**config.mk**
```make
export PLATFORM = sky130hd
export DESIGN_NAME = spl_uart
export DESIGN_NICKNAME = d
export VERILOG_FILES = /design/src/inc/spl_pkg.sv /design/src/spl_baud.sv /design/src/spl_uart.sv
export VERILOG_INCLUDE_DIRS = /design/src /design/src/inc
export SDC_FILE = /design/constraint.sdc
export NUM_CORES = 1
export LEC_CHECK = 0
export ABC_CLOCK_PERIOD_IN_PS = 12500
export BUFFER_PORTS_ARGS = -buffer_cell sky130_fd_sc_hd__buf_2
export CAP_MARGIN = 20
export CORE_MARGIN = 4
export CORE_UTILIZATION = 40
export CTS_CLUSTER_SIZE = 14
export DETAILED_ROUTE_END_ITERATION = 12
export GPL_TIMING_DRIVEN = 0
export PLACE_DENSITY_LB_ADDON = 0.15
export SLEW_MARGIN = 10
export SYNTH_ARGS = -nofsm -noshare
export SYNTH_HDL_FRONTEND = slang
export SYNTH_SLANG_ARGS = --single-unit
```
**constraint.sdc**
```tcl
create_clock -name ref_clk_i -period 12.5 [get_ports ref_clk_i]
set_input_delay 0.625 -clock ref_clk_i [delete_from_list [all_inputs] [get_ports ref_clk_i]]
set_output_delay 0.625 -clock ref_clk_i [all_outputs]
set_load 0.005 [all_outputs]
```
**src/inc/spl_params.svh**
```systemverilog
`ifndef SPL_PARAMS_SVH
`define SPL_PARAMS_SVH

// Clock and timing.
`define SPL_CLK_HZ          100000000
`define SPL_CLK_PERIOD_NS   10
`define SPL_ONLINE_DELAY_MS 1000
`define SPL_OVERSAMPLE      16
`define SPL_TICK_LAST       4'hF
`define SPL_TICK_MID        4'h7

// Baud rates selected by codes 1 to D.
`define SPL_BAUD_1 110
`define SPL_BAUD_2 300
`define SPL_BAUD_3 600
`define SPL_BAUD_4 1200
`define SPL_BAUD_5 2400
`define SPL_BAUD_6 4800
`define SPL_BAUD_7 9600
`define SPL_BAUD_8 19200
`define SPL_BAUD_9 28800
`define SPL_BAUD_A 38400
`define SPL_BAUD_B 57600
`define SPL_BAUD_C 115200
`define SPL_BAUD_D 230400
`define SPL_DIV(b) ((`SPL_CLK_HZ / (`SPL_OVERSAMPLE * (b))) - 1)

// Code limits and flow characters.
`define SPL_FMT_MAX   4'h7
`define SPL_BAUD_MAX  4'hD
`define SPL_XON       8'h11
`define SPL_XOFF      8'h13

// Register byte offsets.
`define SPL_REG_SETTINGS 5'h00
`define SPL_REG_CMD      5'h04
`define SPL_REG_STATUS   5'h08
`define SPL_REG_TXDATA   5'h0C
`define SPL_REG_RXDATA   5'h10
`define SPL_REG_COUNT    5'h14
`define SPL_REG_IRQ_STAT 5'h18
`define SPL_REG_IRQ_MASK 5'h1C

// Command register bits.
`define SPL_CMD_LOAD   0
`define SPL_CMD_STORE  1
`define SPL_CMD_ABORT  2
`define SPL_CMD_FINISH 3

// Interrupt status bits.
`define SPL_IRQ_W       7
`define SPL_IRQ_RX      0
`define SPL_IRQ_TXE     1
`define SPL_IRQ_PAR     2
`define SPL_IRQ_FRM     3
`define SPL_IRQ_ONLINE  4
`define SPL_IRQ_ABORT   5
`define SPL_IRQ_OVR     6

`endif

```
**src/inc/spl_pkg.sv**
```systemverilog
package spl_pkg;

  // Transfer sequencer states, Gray coded in the order listed.
  typedef enum logic [2:0] {
    SPL_IDLE    = 3'h0,
    SPL_SETUP   = 3'h1,
    SPL_WAIT    = 3'h3,
    SPL_DELAY   = 3'h2,
    SPL_XFER    = 3'h6,
    SPL_PAUSED  = 3'h7,
    SPL_DONE    = 3'h5,
    SPL_ABORTED = 3'h4
  } spl_state_t;

  // Flow protocol codes; 4 and 5 are unused.
  typedef enum logic [3:0] {
    SPL_PROT_UNSET  = 4'h0,
    SPL_PROT_RTSCTS = 4'h1,
    SPL_PROT_XONOFF = 4'h2,
    SPL_PROT_LEGACY = 4'h3,
    SPL_PROT_REMOTE = 4'h6
  } spl_prot_t;

  // The four link settings, packed as the settings register holds them.
  typedef struct packed {
    logic [3:0] prog_type;
    logic [3:0] flow_protocol_select;
    logic [3:0] baud_code;
    logic [3:0] char_format;
  } spl_settings_t;

  // Frame layout decoded from the character format code.
  typedef struct packed {
    logic par_en;
    logic par_odd;
    logic eight;
    logic rs244;
  } spl_frame_t;

endpackage

```
**src/spl_baud.sv**
```systemverilog
`timescale 1ns/10ps
`default_nettype none
`include "spl_params.svh"

module spl_baud
  import spl_pkg::*;
(
  // Clock and synchronised reset.
  input  wire logic       ref_clk_i,
  input  wire logic       rst_n_i,
  // Baud code from the settings.
  input  wire logic [3:0] baud_code_i,
  // Sixteen-times bit rate enable.
  output logic            tick_o
);

  logic [15:0] cnt;
  logic [15:0] next_cnt;
  logic        next_tick;
  logic [15:0] div;

  // Divisor per baud code; unknown codes give no ticks at all.
  always_comb begin
    case (baud_code_i)
      4'h1:    div = 16'(`SPL_DIV(`SPL_BAUD_1));
      4'h2:    div = 16'(`SPL_DIV(`SPL_BAUD_2));
      4'h3:    div = 16'(`SPL_DIV(`SPL_BAUD_3));
      4'h4:    div = 16'(`SPL_DIV(`SPL_BAUD_4));
      4'h5:    div = 16'(`SPL_DIV(`SPL_BAUD_5));
      4'h6:    div = 16'(`SPL_DIV(`SPL_BAUD_6));
      4'h7:    div = 16'(`SPL_DIV(`SPL_BAUD_7));
      4'h8:    div = 16'(`SPL_DIV(`SPL_BAUD_8));
      4'h9:    div = 16'(`SPL_DIV(`SPL_BAUD_9));
      4'hA:    div = 16'(`SPL_DIV(`SPL_BAUD_A));
      4'hB:    div = 16'(`SPL_DIV(`SPL_BAUD_B));
      4'hC:    div = 16'(`SPL_DIV(`SPL_BAUD_C));
      4'hD:    div = 16'(`SPL_DIV(`SPL_BAUD_D));
      default: div = 16'hFFFF;
    endcase
  end

  // Free-running divider; a code change restarts the count at the next wrap.
  always_comb begin
    next_tick = 1'b0;
    next_cnt  = cnt + 16'h0001;
    if (baud_code_i == 4'h0 || baud_code_i > `SPL_BAUD_MAX) begin
      next_cnt = 16'h0000;
    end else if (cnt >= div) begin
      next_cnt  = 16'h0000;
      next_tick = 1'b1;
    end
  end

  always_ff @(posedge ref_clk_i or negedge rst_n_i) begin
    if (!rst_n_i) begin
      cnt    <= 16'h0000;
      tick_o <= 1'b0;
    end else begin
      cnt    <= next_cnt;
      tick_o <= next_tick;
    end
  end

endmodule // spl_baud
`default_nettype wire

```
**src/spl_uart.sv**
```systemverilog
// Summary of operation
// - Six framings: none, even or odd parity with seven or eight data bits.
// - Format seven uses punched-tape odd-parity coding instead of plain framing.
// - Transmitter always sends two stop bits; receiver accepts one or two.
// - Baud codes 1 to 7 select 110 to 9600 baud.
// - Baud codes 8 to D select 19.2K to 230K baud.
// - Protocol codes: 1 hardware, 2 XON/XOFF, 3 legacy, 6 remote station.
// - One set of settings governs both receive and transmit directions.
// - Zero settings are unset and must be supplied before the transfer starts.
// - Start asserts the status output once the settings are valid, then waits until the remote is online.
// - After the remote comes online, wait one second before any character.
// - Remote status line dropping suspends the transfer until it returns.
// - Abort ends the transfer with aborted status; a second abort goes idle.
// - Running byte count is visible; a finished load reports loaded status.
// - Status output goes to the remote; remote status input is sampled.
`timescale 1ns/10ps
`default_nettype none
`include "spl_params.svh"

module spl_uart
  import spl_pkg::*;
#(
  parameter int unsigned ONLINE_DELAY_CYC = `SPL_ONLINE_DELAY_MS * (1000000 / `SPL_CLK_PERIOD_NS)
) (
  // Clock and reset.
  input  wire logic        ref_clk_i,
  input  wire logic        rst_n_i,
  // Avalon-MM register slave.
  input  wire logic [4:0]  avs_address_i,
  input  wire logic        avs_read_i,
  input  wire logic        avs_write_i,
  input  wire logic [31:0] avs_writedata_i,
  output logic [31:0]      avs_readdata_o,
  output logic             avs_waitrequest_o,
  // Interrupt.
  output logic             irq_o,
  // Serial link pins.
  input  wire logic        rxd_i,
  output logic             txd_o,
  input  wire logic        stat_in_i,
  output logic             ctrl_out_o
);

  // Reset release through two flops; everything else uses rst_n.
  logic [1:0] rst_q;
  logic       rst_n;
  always_ff @(posedge ref_clk_i or negedge rst_n_i) begin
    if (!rst_n_i) rst_q <= 2'b00;
    else rst_q <= {rst_q[0], 1'b1};
  end
  assign rst_n = rst_q[1];

  // Pin inputs pass three flops; a level counts once the last two agree.
  logic [2:0] rx_sync, st_sync;
  logic       rx_line, online;
  always_ff @(posedge ref_clk_i or negedge rst_n) begin
    if (!rst_n) begin
      rx_sync <= 3'b111;
      st_sync <= 3'b000;
      rx_line <= 1'b1;
      online  <= 1'b0;
    end else begin
      rx_sync <= {rx_sync[1:0], rxd_i};
      st_sync <= {st_sync[1:0], stat_in_i};
      if (rx_sync[1] == rx_sync[2]) rx_line <= rx_sync[2];
      if (st_sync[1] == st_sync[2]) online <= st_sync[2];
    end
  end

  // Register state.
  spl_settings_t           settings, next_settings;
  logic [`SPL_IRQ_W-1:0]   irq_stat, next_irq_stat, irq_mask, next_irq_mask;
  logic [31:0]             count, next_count, next_rdata;
  logic [7:0]              tx_hold, next_tx_hold, rx_data, next_rx_data;
  logic                    tx_full, next_tx_full, rx_valid, next_rx_valid;
  logic                    xoff, next_xoff, next_wait, next_irq;
  spl_state_t              state, next_state;
  logic                    mode_store, next_mode_store, next_ctrl_out;
  logic [31:0]             dly_cnt, next_dly_cnt;
  spl_frame_t              fr;
  logic                    tick;

  // Bus decode: one wait cycle, then the access completes.
  logic wr, rd_take, cmd_load, cmd_store, cmd_abort, cmd_finish, settings_ok, active;
  assign wr         = avs_write_i & ~avs_waitrequest_o;
  assign rd_take    = avs_read_i & ~avs_waitrequest_o;
  assign cmd_load   = wr && avs_address_i == `SPL_REG_CMD && avs_writedata_i[`SPL_CMD_LOAD];
  assign cmd_store  = wr && avs_address_i == `SPL_REG_CMD && avs_writedata_i[`SPL_CMD_STORE];
  assign cmd_abort  = wr && avs_address_i == `SPL_REG_CMD && avs_writedata_i[`SPL_CMD_ABORT];
  assign cmd_finish = wr && avs_address_i == `SPL_REG_CMD && avs_writedata_i[`SPL_CMD_FINISH];
  assign active     = (state == SPL_XFER);

  // Every setting must be nonzero, and format, baud and protocol a known code, before the link starts.
  assign settings_ok = settings.char_format != 4'h0 && settings.char_format <= `SPL_FMT_MAX
                    && settings.baud_code != 4'h0 && settings.baud_code <= `SPL_BAUD_MAX
                    && settings.prog_type != 4'h0
                    && (settings.flow_protocol_select == SPL_PROT_RTSCTS
                     || settings.flow_protocol_select == SPL_PROT_XONOFF
                     || settings.flow_protocol_select == SPL_PROT_LEGACY
                     || settings.flow_protocol_select == SPL_PROT_REMOTE);

  // Framing decode, shared by both directions so they can never disagree.
  always_comb begin
    fr = '0;
    case (settings.char_format)
      4'h2:    fr = '{par_en: 1'b0, par_odd: 1'b0, eight: 1'b1, rs244: 1'b0};
      4'h3:    fr = '{par_en: 1'b1, par_odd: 1'b0, eight: 1'b0, rs244: 1'b0};
      4'h4:    fr = '{par_en: 1'b1, par_odd: 1'b0, eight: 1'b1, rs244: 1'b0};
      4'h5:    fr = '{par_en: 1'b1, par_odd: 1'b1, eight: 1'b0, rs244: 1'b0};
      4'h6:    fr = '{par_en: 1'b1, par_odd: 1'b1, eight: 1'b1, rs244: 1'b0};
      4'h7:    fr = '{par_en: 1'b0, par_odd: 1'b1, eight: 1'b1, rs244: 1'b1};
      default: fr = '0;
    endcase
  end

  spl_baud u_baud (
    .ref_clk_i   (ref_clk_i),
    .rst_n_i     (rst_n),
    .baud_code_i (settings.baud_code),
    .tick_o      (tick)
  );

  // Transmitter: ten- to twelve-bit frame shifted out LSB first, sixteen ticks a bit.
  logic [11:0] tx_sh, next_tx_sh;
  logic [3:0]  tx_left, next_tx_left, tx_tk, next_tx_tk;
  logic        tx_busy, next_tx_busy, tx_start, tx_done, next_txd;
  logic [7:0]  tx_d;
  logic        tx_pb;
  assign tx_start = active && tx_full && !tx_busy && !xoff;
  assign tx_done  = tx_busy && tick && tx_tk == `SPL_TICK_LAST && tx_left == 4'h1;

  always_comb begin
    next_tx_sh   = tx_sh;
    next_tx_left = tx_left;
    next_tx_tk   = tx_tk;
    next_tx_busy = tx_busy;
    tx_d         = fr.eight ? tx_hold : {1'b0, tx_hold[6:0]};
    if (fr.rs244) tx_d = {tx_hold[6:4], ~^tx_hold[6:0], tx_hold[3:0]};
    tx_pb = fr.par_odd ? ~^tx_d : ^tx_d;
    if (tx_start) begin
      next_tx_sh      = 12'hFFE; // Start bit low, all trailing bits high for stops.
      next_tx_sh[8:1] = fr.eight ? tx_d : {1'b1, tx_d[6:0]};
      if (fr.par_en && fr.eight) next_tx_sh[9] = tx_pb;
      if (fr.par_en && !fr.eight) next_tx_sh[8] = tx_pb;
      next_tx_left = 4'h3 + (fr.eight ? 4'h8 : 4'h7) + {3'h0, fr.par_en}; // Two stop bits.
      next_tx_tk   = 4'h0;
      next_tx_busy = 1'b1;
    end else if (tx_busy && tick) begin
      next_tx_tk = tx_tk + 4'h1;
      if (tx_tk == `SPL_TICK_LAST) begin
        next_tx_sh   = {1'b1, tx_sh[11:1]};
        next_tx_left = tx_left - 4'h1;
        if (tx_left == 4'h1) next_tx_busy = 1'b0;
      end
    end
    next_txd = next_tx_busy ? next_tx_sh[0] : 1'b1;
  end

  always_ff @(posedge ref_clk_i or negedge rst_n) begin
    if (!rst_n) begin
      tx_sh   <= 12'hFFF;
      tx_left <= 4'h0;
      tx_tk   <= 4'h0;
      tx_busy <= 1'b0;
      txd_o   <= 1'b1;
    end else begin
      tx_sh   <= next_tx_sh;
      tx_left <= next_tx_left;
      tx_tk   <= next_tx_tk;
      tx_busy <= next_tx_busy;
      txd_o   <= next_txd;
    end
  end

  // Receiver: mid-bit sampling; finishes on the first stop bit so a second is optional.
  logic [8:0] rx_sh, next_rx_sh;
  logic [3:0] rx_idx, next_rx_idx, rx_tk, next_rx_tk, rx_last;
  logic       rx_busy, next_rx_busy, rx_done, rx_perr, rx_ferr, rx_flow, rx_deliver;
  logic [7:0] rx_char;
  assign rx_last = 4'h1 + (fr.eight ? 4'h8 : 4'h7) + {3'h0, fr.par_en};
  assign rx_done = rx_busy && tick && rx_tk == `SPL_TICK_MID && rx_idx == rx_last;

  always_comb begin
    next_rx_sh   = rx_sh;
    next_rx_idx  = rx_idx;
    next_rx_tk   = rx_tk;
    next_rx_busy = rx_busy;
    rx_char      = fr.eight ? rx_sh[7:0] : {1'b0, rx_sh[6:0]};
    rx_perr      = fr.par_en && ((fr.eight ? rx_sh[8] : rx_sh[7]) != (fr.par_odd ? ~^rx_char : ^rx_char));
    if (fr.rs244) begin
      rx_char = {1'b0, rx_sh[7:5], rx_sh[3:0]};
      rx_perr = ~^rx_sh[7:0];
    end
    rx_ferr = !rx_line;
    if (!rx_busy) begin
      if (!rx_line) begin
        next_rx_busy = 1'b1;
        next_rx_idx  = 4'h0;
        next_rx_tk   = 4'h0;
      end
    end else if (tick) begin
      next_rx_tk = rx_tk + 4'h1;
      if (rx_tk == `SPL_TICK_MID) begin
        if (rx_idx == 4'h0 && rx_line) next_rx_busy = 1'b0; // Glitch, not a start bit.
        else if (rx_idx == rx_last) next_rx_busy = 1'b0;
        else if (rx_idx != 4'h0) next_rx_sh[rx_idx - 4'h1] = rx_line; // LSB first.
      end
      if (rx_tk == `SPL_TICK_LAST) next_rx_idx = rx_idx + 4'h1;
    end
  end

  always_ff @(posedge ref_clk_i or negedge rst_n) begin
    if (!rst_n) begin
      rx_sh   <= 9'h000;
      rx_idx  <= 4'h0;
      rx_tk   <= 4'h0;
      rx_busy <= 1'b0;
    end else begin
      rx_sh   <= next_rx_sh;
      rx_idx  <= next_rx_idx;
      rx_tk   <= next_rx_tk;
      rx_busy <= next_rx_busy;
    end
  end

  // Flow characters are consumed only under the character protocol.
  assign rx_flow    = settings.flow_protocol_select == SPL_PROT_XONOFF
                   && (rx_char == `SPL_XON || rx_char == `SPL_XOFF);
  assign rx_deliver = rx_done && active && !mode_store && !rx_flow;

  // Transfer sequencer.
  always_comb begin
    next_state      = state;
    next_mode_store = mode_store;
    next_dly_cnt    = dly_cnt;
    case (state)
      SPL_IDLE: begin
        if (cmd_load || cmd_store) begin
          next_state      = SPL_SETUP;
          next_mode_store = cmd_store;
        end
      end
      SPL_SETUP:   if (settings_ok) next_state = SPL_WAIT;
      SPL_WAIT: begin
        next_dly_cnt = 32'h0000_0000;
        if (online) next_state = SPL_DELAY;
      end
      SPL_DELAY: begin
        next_dly_cnt = dly_cnt + 32'h0000_0001;
        if (!online) next_state = SPL_WAIT;
        else if (dly_cnt == ONLINE_DELAY_CYC - 1) next_state = SPL_XFER;
      end
      SPL_XFER: begin
        if (cmd_finish) next_state = SPL_DONE;
        else if (!online) next_state = SPL_PAUSED;
      end
      SPL_PAUSED:  if (online) next_state = SPL_XFER;
      SPL_DONE:    if (cmd_abort) next_state = SPL_IDLE;
      SPL_ABORTED: if (cmd_abort) next_state = SPL_IDLE;
      default:     next_state = SPL_IDLE;
    endcase
    if (cmd_abort && state != SPL_IDLE && state != SPL_DONE && state != SPL_ABORTED) begin
      next_state = SPL_ABORTED;
    end
    next_ctrl_out = next_state == SPL_WAIT || next_state == SPL_DELAY
                 || next_state == SPL_XFER || next_state == SPL_PAUSED;
  end

  always_ff @(posedge ref_clk_i or negedge rst_n) begin
    if (!rst_n) begin
      state      <= SPL_IDLE;
      mode_store <= 1'b0;
      dly_cnt    <= 32'h0000_0000;
      ctrl_out_o <= 1'b0;
    end else begin
      state      <= next_state;
      mode_store <= next_mode_store;
      dly_cnt    <= next_dly_cnt;
      ctrl_out_o <= next_ctrl_out;
    end
  end

  // Registers, data paths and interrupt status; hardware sets win over clears.
  always_comb begin
    logic [`SPL_IRQ_W-1:0] set;
    set           = '0;
    next_settings = settings;
    next_irq_mask = irq_mask;
    next_tx_hold  = tx_hold;
    next_tx_full  = tx_full && !tx_start;
    next_rx_data  = rx_data;
    next_rx_valid = rx_valid && !(rd_take && avs_address_i == `SPL_REG_RXDATA);
    next_xoff     = xoff;
    next_count    = count;
    next_wait     = !((avs_read_i || avs_write_i) && avs_waitrequest_o);
    next_rdata    = 32'h0000_0000;
    if (wr && avs_address_i == `SPL_REG_SETTINGS) next_settings = spl_settings_t'(avs_writedata_i[15:0]);
    if (wr && avs_address_i == `SPL_REG_IRQ_MASK) next_irq_mask = avs_writedata_i[`SPL_IRQ_W-1:0];
    if (wr && avs_address_i == `SPL_REG_TXDATA) begin
      if (tx_full && !tx_start) set[`SPL_IRQ_OVR] = 1'b1; // Dropped: holding byte still waiting.
      else begin
        next_tx_hold = avs_writedata_i[7:0];
        next_tx_full = 1'b1;
      end
    end
    if (tx_start) set[`SPL_IRQ_TXE] = 1'b1;
    if (rx_done && active && rx_flow) next_xoff = (rx_char == `SPL_XOFF);
    if (state == SPL_IDLE) next_xoff = 1'b0;
    if (rx_done && active) begin
      set[`SPL_IRQ_PAR] = rx_perr;
      set[`SPL_IRQ_FRM] = rx_ferr;
    end
    if (rx_deliver) begin
      if (next_rx_valid) set[`SPL_IRQ_OVR] = 1'b1;
      next_rx_data      = rx_char;
      next_rx_valid     = 1'b1;
      set[`SPL_IRQ_RX]  = 1'b1;
    end
    if ((cmd_load || cmd_store) && state == SPL_IDLE) next_count = 32'h0000_0000;
    else if (rx_deliver || (tx_done && mode_store)) next_count = count + 32'h0000_0001;
    if (state == SPL_DELAY && next_state == SPL_XFER) set[`SPL_IRQ_ONLINE] = 1'b1;
    if (next_state == SPL_ABORTED && state != SPL_ABORTED) set[`SPL_IRQ_ABORT] = 1'b1;
    next_irq_stat = irq_stat;
    if (wr && avs_address_i == `SPL_REG_IRQ_STAT) next_irq_stat = irq_stat & ~avs_writedata_i[`SPL_IRQ_W-1:0];
    next_irq_stat = next_irq_stat | set;
    next_irq      = |(next_irq_stat & next_irq_mask);
    case (avs_address_i)
      `SPL_REG_SETTINGS: next_rdata = {16'h0000, settings};
      `SPL_REG_STATUS:   next_rdata = {25'h0, xoff, rx_valid, !tx_full, online, state};
      `SPL_REG_RXDATA:   next_rdata = {24'h0, rx_data};
      `SPL_REG_COUNT:    next_rdata = count;
      `SPL_REG_IRQ_STAT: next_rdata = {25'h0, irq_stat};
      `SPL_REG_IRQ_MASK: next_rdata = {25'h0, irq_mask};
      default:           next_rdata = 32'h0000_0000;
    endcase
  end

  always_ff @(posedge ref_clk_i or negedge rst_n) begin
    if (!rst_n) begin
      settings          <= '0;
      irq_mask          <= '0;
      irq_stat          <= '0;
      tx_hold           <= 8'h00;
      tx_full           <= 1'b0;
      rx_data           <= 8'h00;
      rx_valid          <= 1'b0;
      xoff              <= 1'b0;
      count             <= 32'h0000_0000;
      avs_waitrequest_o <= 1'b1;
      avs_readdata_o    <= 32'h0000_0000;
      irq_o             <= 1'b0;
    end else begin
      settings          <= next_settings;
      irq_mask          <= next_irq_mask;
      irq_stat          <= next_irq_stat;
      tx_hold           <= next_tx_hold;
      tx_full           <= next_tx_full;
      rx_data           <= next_rx_data;
      rx_valid          <= next_rx_valid;
      xoff              <= next_xoff;
      count             <= next_count;
      avs_waitrequest_o <= next_wait;
      if (avs_waitrequest_o) avs_readdata_o <= next_rdata;
      irq_o             <= next_irq;
    end
  end

  // Checks on the sequencer and the link.
  a_status_out_wait: assert property (@(posedge ref_clk_i) disable iff (!rst_n)
    state == SPL_WAIT |-> ctrl_out_o) else $error("status output low while waiting");
  a_delay_full_sec: assert property (@(posedge ref_clk_i) disable iff (!rst_n)
    state == SPL_XFER && $past(state) == SPL_DELAY |-> $past(dly_cnt) == ONLINE_DELAY_CYC - 1)
    else $error("transfer began before the online delay");
  a_pause_on_drop: assert property (@(posedge ref_clk_i) disable iff (!rst_n)
    state == SPL_XFER && !online && !cmd_abort && !cmd_finish |=> state == SPL_PAUSED)
    else $error("transfer not suspended on status drop");
  a_abort_enter: assert property (@(posedge ref_clk_i) disable iff (!rst_n)
    cmd_abort && state inside {SPL_SETUP, SPL_WAIT, SPL_DELAY, SPL_XFER, SPL_PAUSED}
    |=> state == SPL_ABORTED && irq_stat[`SPL_IRQ_ABORT]) else $error("abort not taken");
  a_abort_idle: assert property (@(posedge ref_clk_i) disable iff (!rst_n)
    state == SPL_ABORTED && cmd_abort |=> state == SPL_IDLE) else $error("second abort not idle");
  a_setup_holds: assert property (@(posedge ref_clk_i) disable iff (!rst_n)
    state == SPL_SETUP && !settings_ok && !cmd_abort |=> state == SPL_SETUP && !ctrl_out_o)
    else $error("left setup with unset settings");
  a_tx_start_bit: assert property (@(posedge ref_clk_i) disable iff (!rst_n)
    $rose(tx_busy) |-> !txd_o ##1 !txd_o) else $error("no start bit");
  a_tx_two_stops: assert property (@(posedge ref_clk_i) disable iff (!rst_n)
    tx_busy && tx_left <= 4'h2 |-> txd_o) else $error("stop bit low");
  a_count_step: assert property (@(posedge ref_clk_i) disable iff (!rst_n)
    rx_deliver || (tx_done && mode_store) |=> count == $past(count) + 32'h0000_0001)
    else $error("byte count not advanced");
  a_parity_flag: assert property (@(posedge ref_clk_i) disable iff (!rst_n)
    rx_done && active && rx_perr |=> irq_stat[`SPL_IRQ_PAR]) else $error("parity error lost");

endmodule // spl_uart
`default_nettype wire

```
# ---- Word-level counts from Yosys, hierarchy flattened
# Memories as Yosys holds them, arrays and structs flattened.
# Cells that the tools add are included.
dict set report classes {
  n_reduce_logical 93
  order_cmp 6
  mux 75
  bitwise_logic 10
  n_eq_ne 45
  add_sub_neg 12
}
# operator count
set ops {}
lappend ops {{$pmux W32 S6} 1}
lappend ops {{$add A32 B1 Y32 const B} 2}
lappend ops {{$mux W32} 2}
lappend ops {{$pmux W32 S2} 1}
lappend ops {{$mux W4} 12}
lappend ops {{$logic_and A1 B1 Y1} 44}
lappend ops {{$mux W8} 5}
lappend ops {{$mux W12} 3}
lappend ops {{$eq A32 B27 Y1 const B} 1}
lappend ops {{$mux W1} 32}
lappend ops {{$mux W16} 2}
lappend ops {{$mux W3} 10}
lappend ops {{$eq A4 B3 Y1 const B} 6}
lappend ops {{$pmux W4 S6} 1}
lappend ops {{$reduce_xnor A8 Y1} 3}
lappend ops {{$eq A3 B3 Y1 const B} 7}
lappend ops {{$pmux W3 S7} 1}
lappend ops {{$eq A5 B5 Y1 const B} 4}
lappend ops {{$add A16 B1 Y16 const B} 1}
lappend ops {{$eq A4 B2 Y1 const B} 4}
lappend ops {{$eq A8 B5 Y1 const B} 2}
lappend ops {{$ge A16 B16 Y1} 1}
lappend ops {{$reduce_bool A4 Y1} 4}
lappend ops {{$reduce_xor A8 Y1} 2}
lappend ops {{other kinds (43)} 90}
dict set report totals {
  regBits 219
  romBits 256
  out_inout_bits 36
  mem_count 1
  wordCells 278
}
# name words word_bits read_ports rd_clocked_by_memory_dff write_ports line_no
set memory_table {}
lappend memory_table {{(no name shown)} 16 16 1 0 0 spl_baud.sv:24} ;# case (baud_code_i)

# ---- Depth between registers and ports, before layout
dict set report depth {
  word_depth 15
  depth_mapped 15
  depth_no_buf 13
}

# ---- Cells and area by module
# A second synthesis with hierarchy kept.
dict set report hier_totals {
  cells_unflattened 1186
  area_unflattened_um2 11791.3
}
# module instances seq_area_each_um2 area_each_um2 cells_per_inst
set modules_own_cells {}
lappend modules_own_cells {spl_uart 1 5052.3 10244.8 1007}
lappend modules_own_cells {spl_baud 1 425.4 1546.5 179}

# ---- Least setup slack after synthesis
# No wires, ideal clock.
dict set report synth_timing {
  kind {register to register}
  from {register settings[1] (netlist bit)}
  to {register count[31]}
  path_stages_with_launch 15
  arrival_ns 3.219
  setup_ns 0.127
  t_required_ns 12.373
  slack_ns 9.154
  n_path_buf 3
  period_less_slack_ns 3.346
  path_cell_list {dfrtp_1 buf_2 clkbuf_1 nand2_1 xor2_1 nor2_1 ha_1 xnor2_1 nand4b_1 or3_4 a211o_1 buf_6 a2111oi_4 nand4_1 mux2_1}
}
dict set report synth_between {
  elab_chain_len 12
  elab_cells_between_ends 24
}
# element line_no
set synth_lines {}
lappend synth_lines {{start: declaration} spl_uart.sv:71} ;# spl_settings_t settings, next_settings;
lappend synth_lines {{start signal: assignment} spl_uart.sv:353} ;# settings <= next_settings;
lappend synth_lines {{$eq A4 B3 Y1 / $eq A4 B2 Y1 (equally long branches)} spl_uart.sv:105} ;# case (settings.char_format)
lappend synth_lines {{$pmux W4 S6 (*)} spl_uart.sv:105}
lappend synth_lines {{$mux W4} spl_uart.sv:180} ;# assign rx_last = 4'h1 + (fr.eight ? 4'h8 : 4'h7) + {3'h0, fr.par_en};
lappend synth_lines {{$add A1 B4 Y4} spl_uart.sv:180}
lappend synth_lines {{$add A4 B1 Y4} spl_uart.sv:180}
lappend synth_lines {{$eq A4 B4 Y1} spl_uart.sv:181} ;# assign rx_done = rx_busy && tick && rx_tk == `SPL_TICK_MID && rx_idx == rx_last;
lappend synth_lines {{$logic_and A1 B1 Y1} spl_uart.sv:181}
lappend synth_lines {{$logic_and A1 B1 Y1 (2 in series)} spl_uart.sv:229} ;# assign rx_deliver = rx_done && active && !mode_store && !rx_flow;
lappend synth_lines {{$logic_and A1 B1 Y1 (*)} spl_uart.sv:229}
lappend synth_lines {{$logic_or A1 B1 Y1 (*)} spl_uart.sv:320} ;# else if (rx_deliver || (tx_done && mode_store)) next_count = count + 32'h0000_0001;
lappend synth_lines {{$reduce_bool A2 Y1 (no source line) (*)} n/a}
lappend synth_lines {{end signal: assignment} spl_uart.sv:361} ;# count <= next_count;
lappend synth_lines {{end: declaration} spl_uart.sv:73} ;# logic [31:0] count, next_count, next_rdata;
# Mark *: on every way between the ends. The rest lies on a longest branch, timed or not.
# A chain may end at the register's enable or synchronous reset.

# ---- Worst setup path in the final report
# Same ends and word-level chain as after synthesis.

==> out/results.tsv <==
metric	value	unit
total CTS buffers	26	
final-layout fill cell count	2777	
CTS sink cnt	218	
Slowest-stage cell, CP	or3_4	
cell taking the most area after synthesis	dfrtp_1	
FF-to-FF Start	settings[1]$_DFFE_PN0P_	
gr ovfl total	0	
slew of the pin with the lowest slew margin	0.9282	ns
status	finished, final reports clean	
clock-pin slew on the worst setup and hold paths	0.06	ns
RSZ-0062 raised after global routing	no	
largest net degree at the start of global routing	58	
Final Critical Period	3.962	ns
final hold violation count	0	
Post-Route WL	28890	µm
Nets	1384	
P per Cell Area	136.6	nW/µm²
worst-case clock buffer depth	3	
Rel. slew slack	37.59	%
Routed WL per cell	16.94	µm
Tot GR Track Use	17.76	%
Seq cells post-synth	218	
Synthesized Nets	1289	
Setup violations, final	0	
Placed Area	12670	µm²
setup TNS	0	ns
worst min-delay path startpoint	rxd_i	
Ys Warns	0	
worst-case reg-to-reg path depth	14	
first-pass GRT wire length	48110	µm
Core Box Area	28860	µm²
area share of the largest cell type after synthesis	42.54	%
clock latency on the worst-skew pair	0.54	ns
die area	32220	µm²
Tcrit/Tclk final	31.69	%
drt drc	0	
ant diodes	0	
CTS tree	yes	
CP peak stage delay	0.41	ns
syn_area_per_cell	9.755	µm²
Post-synth EDFFs	0	
via count of the first global-routing pass	8900	
setup bufs post-CTS	0	
Top delay family on crit path	simple AND/OR/NAND/NOR gates	
routed vias/inst	5.334	
fin cells	1705	
initial antenna violation count	0	
Root Driver	clkbuf_16	
die height	179.5	µm
Final Max Slew Viols	0	
cts hold-fix bufs	1	
Netlist cell types	80	
clock skew	0.01339	ns
# rows	62	
Max FO, Critical Path	10	
crit path from	settings[1]$_DFFE_PN0P_	
starting density of the core	40.77	%
Port Buffers	61	
via count	9094	
Hold WC Path Type	primary input to flip-flop	
hold worst-path end	rx_sync[0]$_DFF_PN1_	
post-synthesis sequential area ratio	46.56	%
reg2reg end	count[31]$_DFFE_PN0P_	
io pins	79	
CP arrival	4.37	ns
Max-cap violations	0	
H-tree Lvls	1	
Post-Syn Area	11770	µm²
post-synthesis async set-or-reset flop share	100.0	%
Worst Setup End Kind	flip-flop	
Gate Count Post-Synth	1206	
share of cells above drive strength 1	15.22	%
FF-to-FF setup slack	8.54	ns
Post-DRT Antenna Nets	0	
synth-to-layout area growth	15.47	%
Final Instance Area	13590	µm²
dpl cells	1656	
Die Wd	179.5	µm
Pre-Repair DR Iteration Count	5	
Crit path buffers/inverters	3	
Detail Placement HPWL	21100	µm
Primary FF master, synth	dfrtp_1	
Leak	0.006320	µW
initial DRC count	571	
worst path cell trace	buf_2 > clkbuf_1 > nand2_1 > xor2_1 > nor2_1 > ha_1 > xnor2_1 > nand4b_1 > or3_4 > a211o_1 > buf_6 > a2111oi_4 > nand4_1 > mux2_1	
fmax	252.4	MHz
worst vdd ir	0.0001174	V
Setup CP Type	flip-flop to flip-flop	
Critical Path RT	12.91	ns
top cells by area, synth	dfrtp_1 43%, nand2_1 5.6%, ha_1 4.3%, dfstp_2 4.0%, mux2_2 3.7%	
GP Congestion	0.8722	
Hold Path Cell Cnt	1	
Worst setup SP type	flip-flop	
CTS resizes	0	
-- flip-flops by register name, indices dropped and copies added, names as in the netlist, 3 cells and up --
| signal | flops |
|---|---|
| avs_readdata_o | 32 |
| count | 32 |
| dly_cnt | 32 |
| irq_mask | 7 |
| irq_stat | 7 |
| rx_data | 8 |
| rx_idx | 4 |
| rx_sh | 9 |
| rx_sync | 3 |
| rx_tk | 4 |
| settings | 16 |
| st_sync | 3 |
| state | 3 |
| tx_hold | 8 |
| tx_left | 4 |
| tx_sh | 12 |
| tx_tk | 4 |
| u_baud.cnt | 16 |
-- synth_stat cells, types with 15 or more instances --
| cell type | count |
|---|---|
| dfrtp_1 | 200 |
| nand2_1 | 174 |
| nor2_1 | 108 |
| o21ai_0 | 63 |
| nand3_1 | 47 |
| clkbuf_1 | 45 |
| xnor2_1 | 45 |
| inv_1 | 41 |
| mux2i_1 | 41 |
| ha_1 | 40 |
| mux2_2 | 39 |
| a21oi_1 | 34 |
| nor3_1 | 20 |
| dfstp_2 | 18 |
| xor2_1 | 18 |
| a211oi_1 | 17 |
| nand4_1 | 17 |
| a22o_1 | 16 |
| o2bb2ai_1 | 16 |
| and3_1 | 15 |
| o211ai_1 | 15 |
-- per-layer routing --
layer / GRT usage, % / vias up / routed length (µm)
met5: 0 / - / 0
met4: 3.749 / 0 / 594
met3: 2.445 / 39 / 1110
met2: 28.29 / 189 / 13030
met1: 26.07 / 4398 / 14150
li1: - / 4468 / -
-- power breakdown --
group / internal (µW) / switching, µW / total [µW]
registers: 747 / 42.2 / 789
logic: 117 / 167 / 284
clock network: 476 / 306 / 783
total: 1340 / 515 / 1860
-- layout by cell type (no fill, tap or decap), drive strengths merged, types with 4 or more instances in the layout --
master / synthesis / final
a2111oi: 6 / 6
a211o: 4 / 4
a211oi: 17 / 17
a21o: 9 / 9
a21oi: 34 / 34
a22o: 16 / 16
a22oi: 10 / 10
a31oi: 7 / 7
and2: 8 / 8
and3: 15 / 15
and4: 5 / 5
buf: 16 / 82
clkbuf: 45 / 82
clkinv: 1 / 7
dfrtp: 200 / 200
dfstp: 18 / 18
ha: 40 / 40
inv: 42 / 42
mux2: 41 / 41
mux2i: 41 / 41
nand2: 174 / 174
nand2b: 10 / 10
nand3: 47 / 47
nand4: 18 / 18
nor2: 108 / 108
nor2b: 10 / 10
nor3: 21 / 21
nor4: 7 / 7
o211ai: 15 / 15
o21ai: 64 / 64
o221ai: 4 / 4
o2bb2ai: 16 / 16
o311ai: 4 / 4
o31ai: 11 / 11
o41ai: 5 / 5
or2: 4 / 4
or3: 8 / 8
or4: 4 / 4
xnor2: 45 / 45
xor2: 18 / 18
-- cells by family (layout without fill, tap and decap cells) --
logic type                 after synthesis  after routing  synth area share (%)
AOI/OAI and AO/OA                      236            236                 13.92
xor gates and xnor gates                67             67                 5.466
adders and majority gates               42             42                 4.424
DFF                                    218            218                 46.56
and+or+nand+nor                        455            455                 18.29
other                                    1              1               0.03187
buffers and inverters                  104            219                 3.701
muxes                                   83             83                 7.604
-- per-stage QoR --
| step | setup WS (ns) | total power, µW | hold WS (ns) | util [%] |
|---|---|---|---|---|
| 3_3_place_gp | 3.078 | 1078 | 0.3348 | 43.49 |
| 5_1_grt | 8.245 | 1949 | 0.1693 | 47.08 |
| 2_1_floorplan | 6.007 | 992.6 | 0.3294 | - |
| 3_5_place_dp | 8.578 | 1087 | 0.2616 | 43.90 |
| 4_1_cts | 8.535 | 1882 | 0.1652 | 47.08 |
| 6_report | 8.538 | 1856 | 0.1920 | 47.08 |
-- how the worst max path moves through the flow --
| stage | to | slack (ns) | depth (start not counted) |
|---|---|---|---|
| 2_1_floorplan | avs_readdata_o[0]$_DFFE_PN0P_ | 6.01 | 0 |
| 3_3_place_gp | avs_readdata_o[19]$_DFFE_PN0P_ | 3.08 | 0 |
| 3_5_place_dp | count[31]$_DFFE_PN0P_ | 8.58 | 14 |
| 4_1_cts | count[31]$_DFFE_PN0P_ | 8.53 | 14 |
| 5_1_grt | count[31]$_DFFE_PN0P_ | 8.24 | 14 |
| 6_report | count[31]$_DFFE_PN0P_ | 8.54 | 14 |
-- cell type report --
class	instances	area [µm²]	share of cell area, %
clock inverter	11	123.9	0.9118
buffer	61	274.0	2.017
multi-input combinational	884	5852	43.07
tap	384	480.5	3.537
clock buffer	37	782.0	5.756
sequential	218	5482	40.35
timing repair buffer	67	430.4	3.168
inverter	43	161.4	1.188
Note: power is estimated with default switching activity, not from simulation.
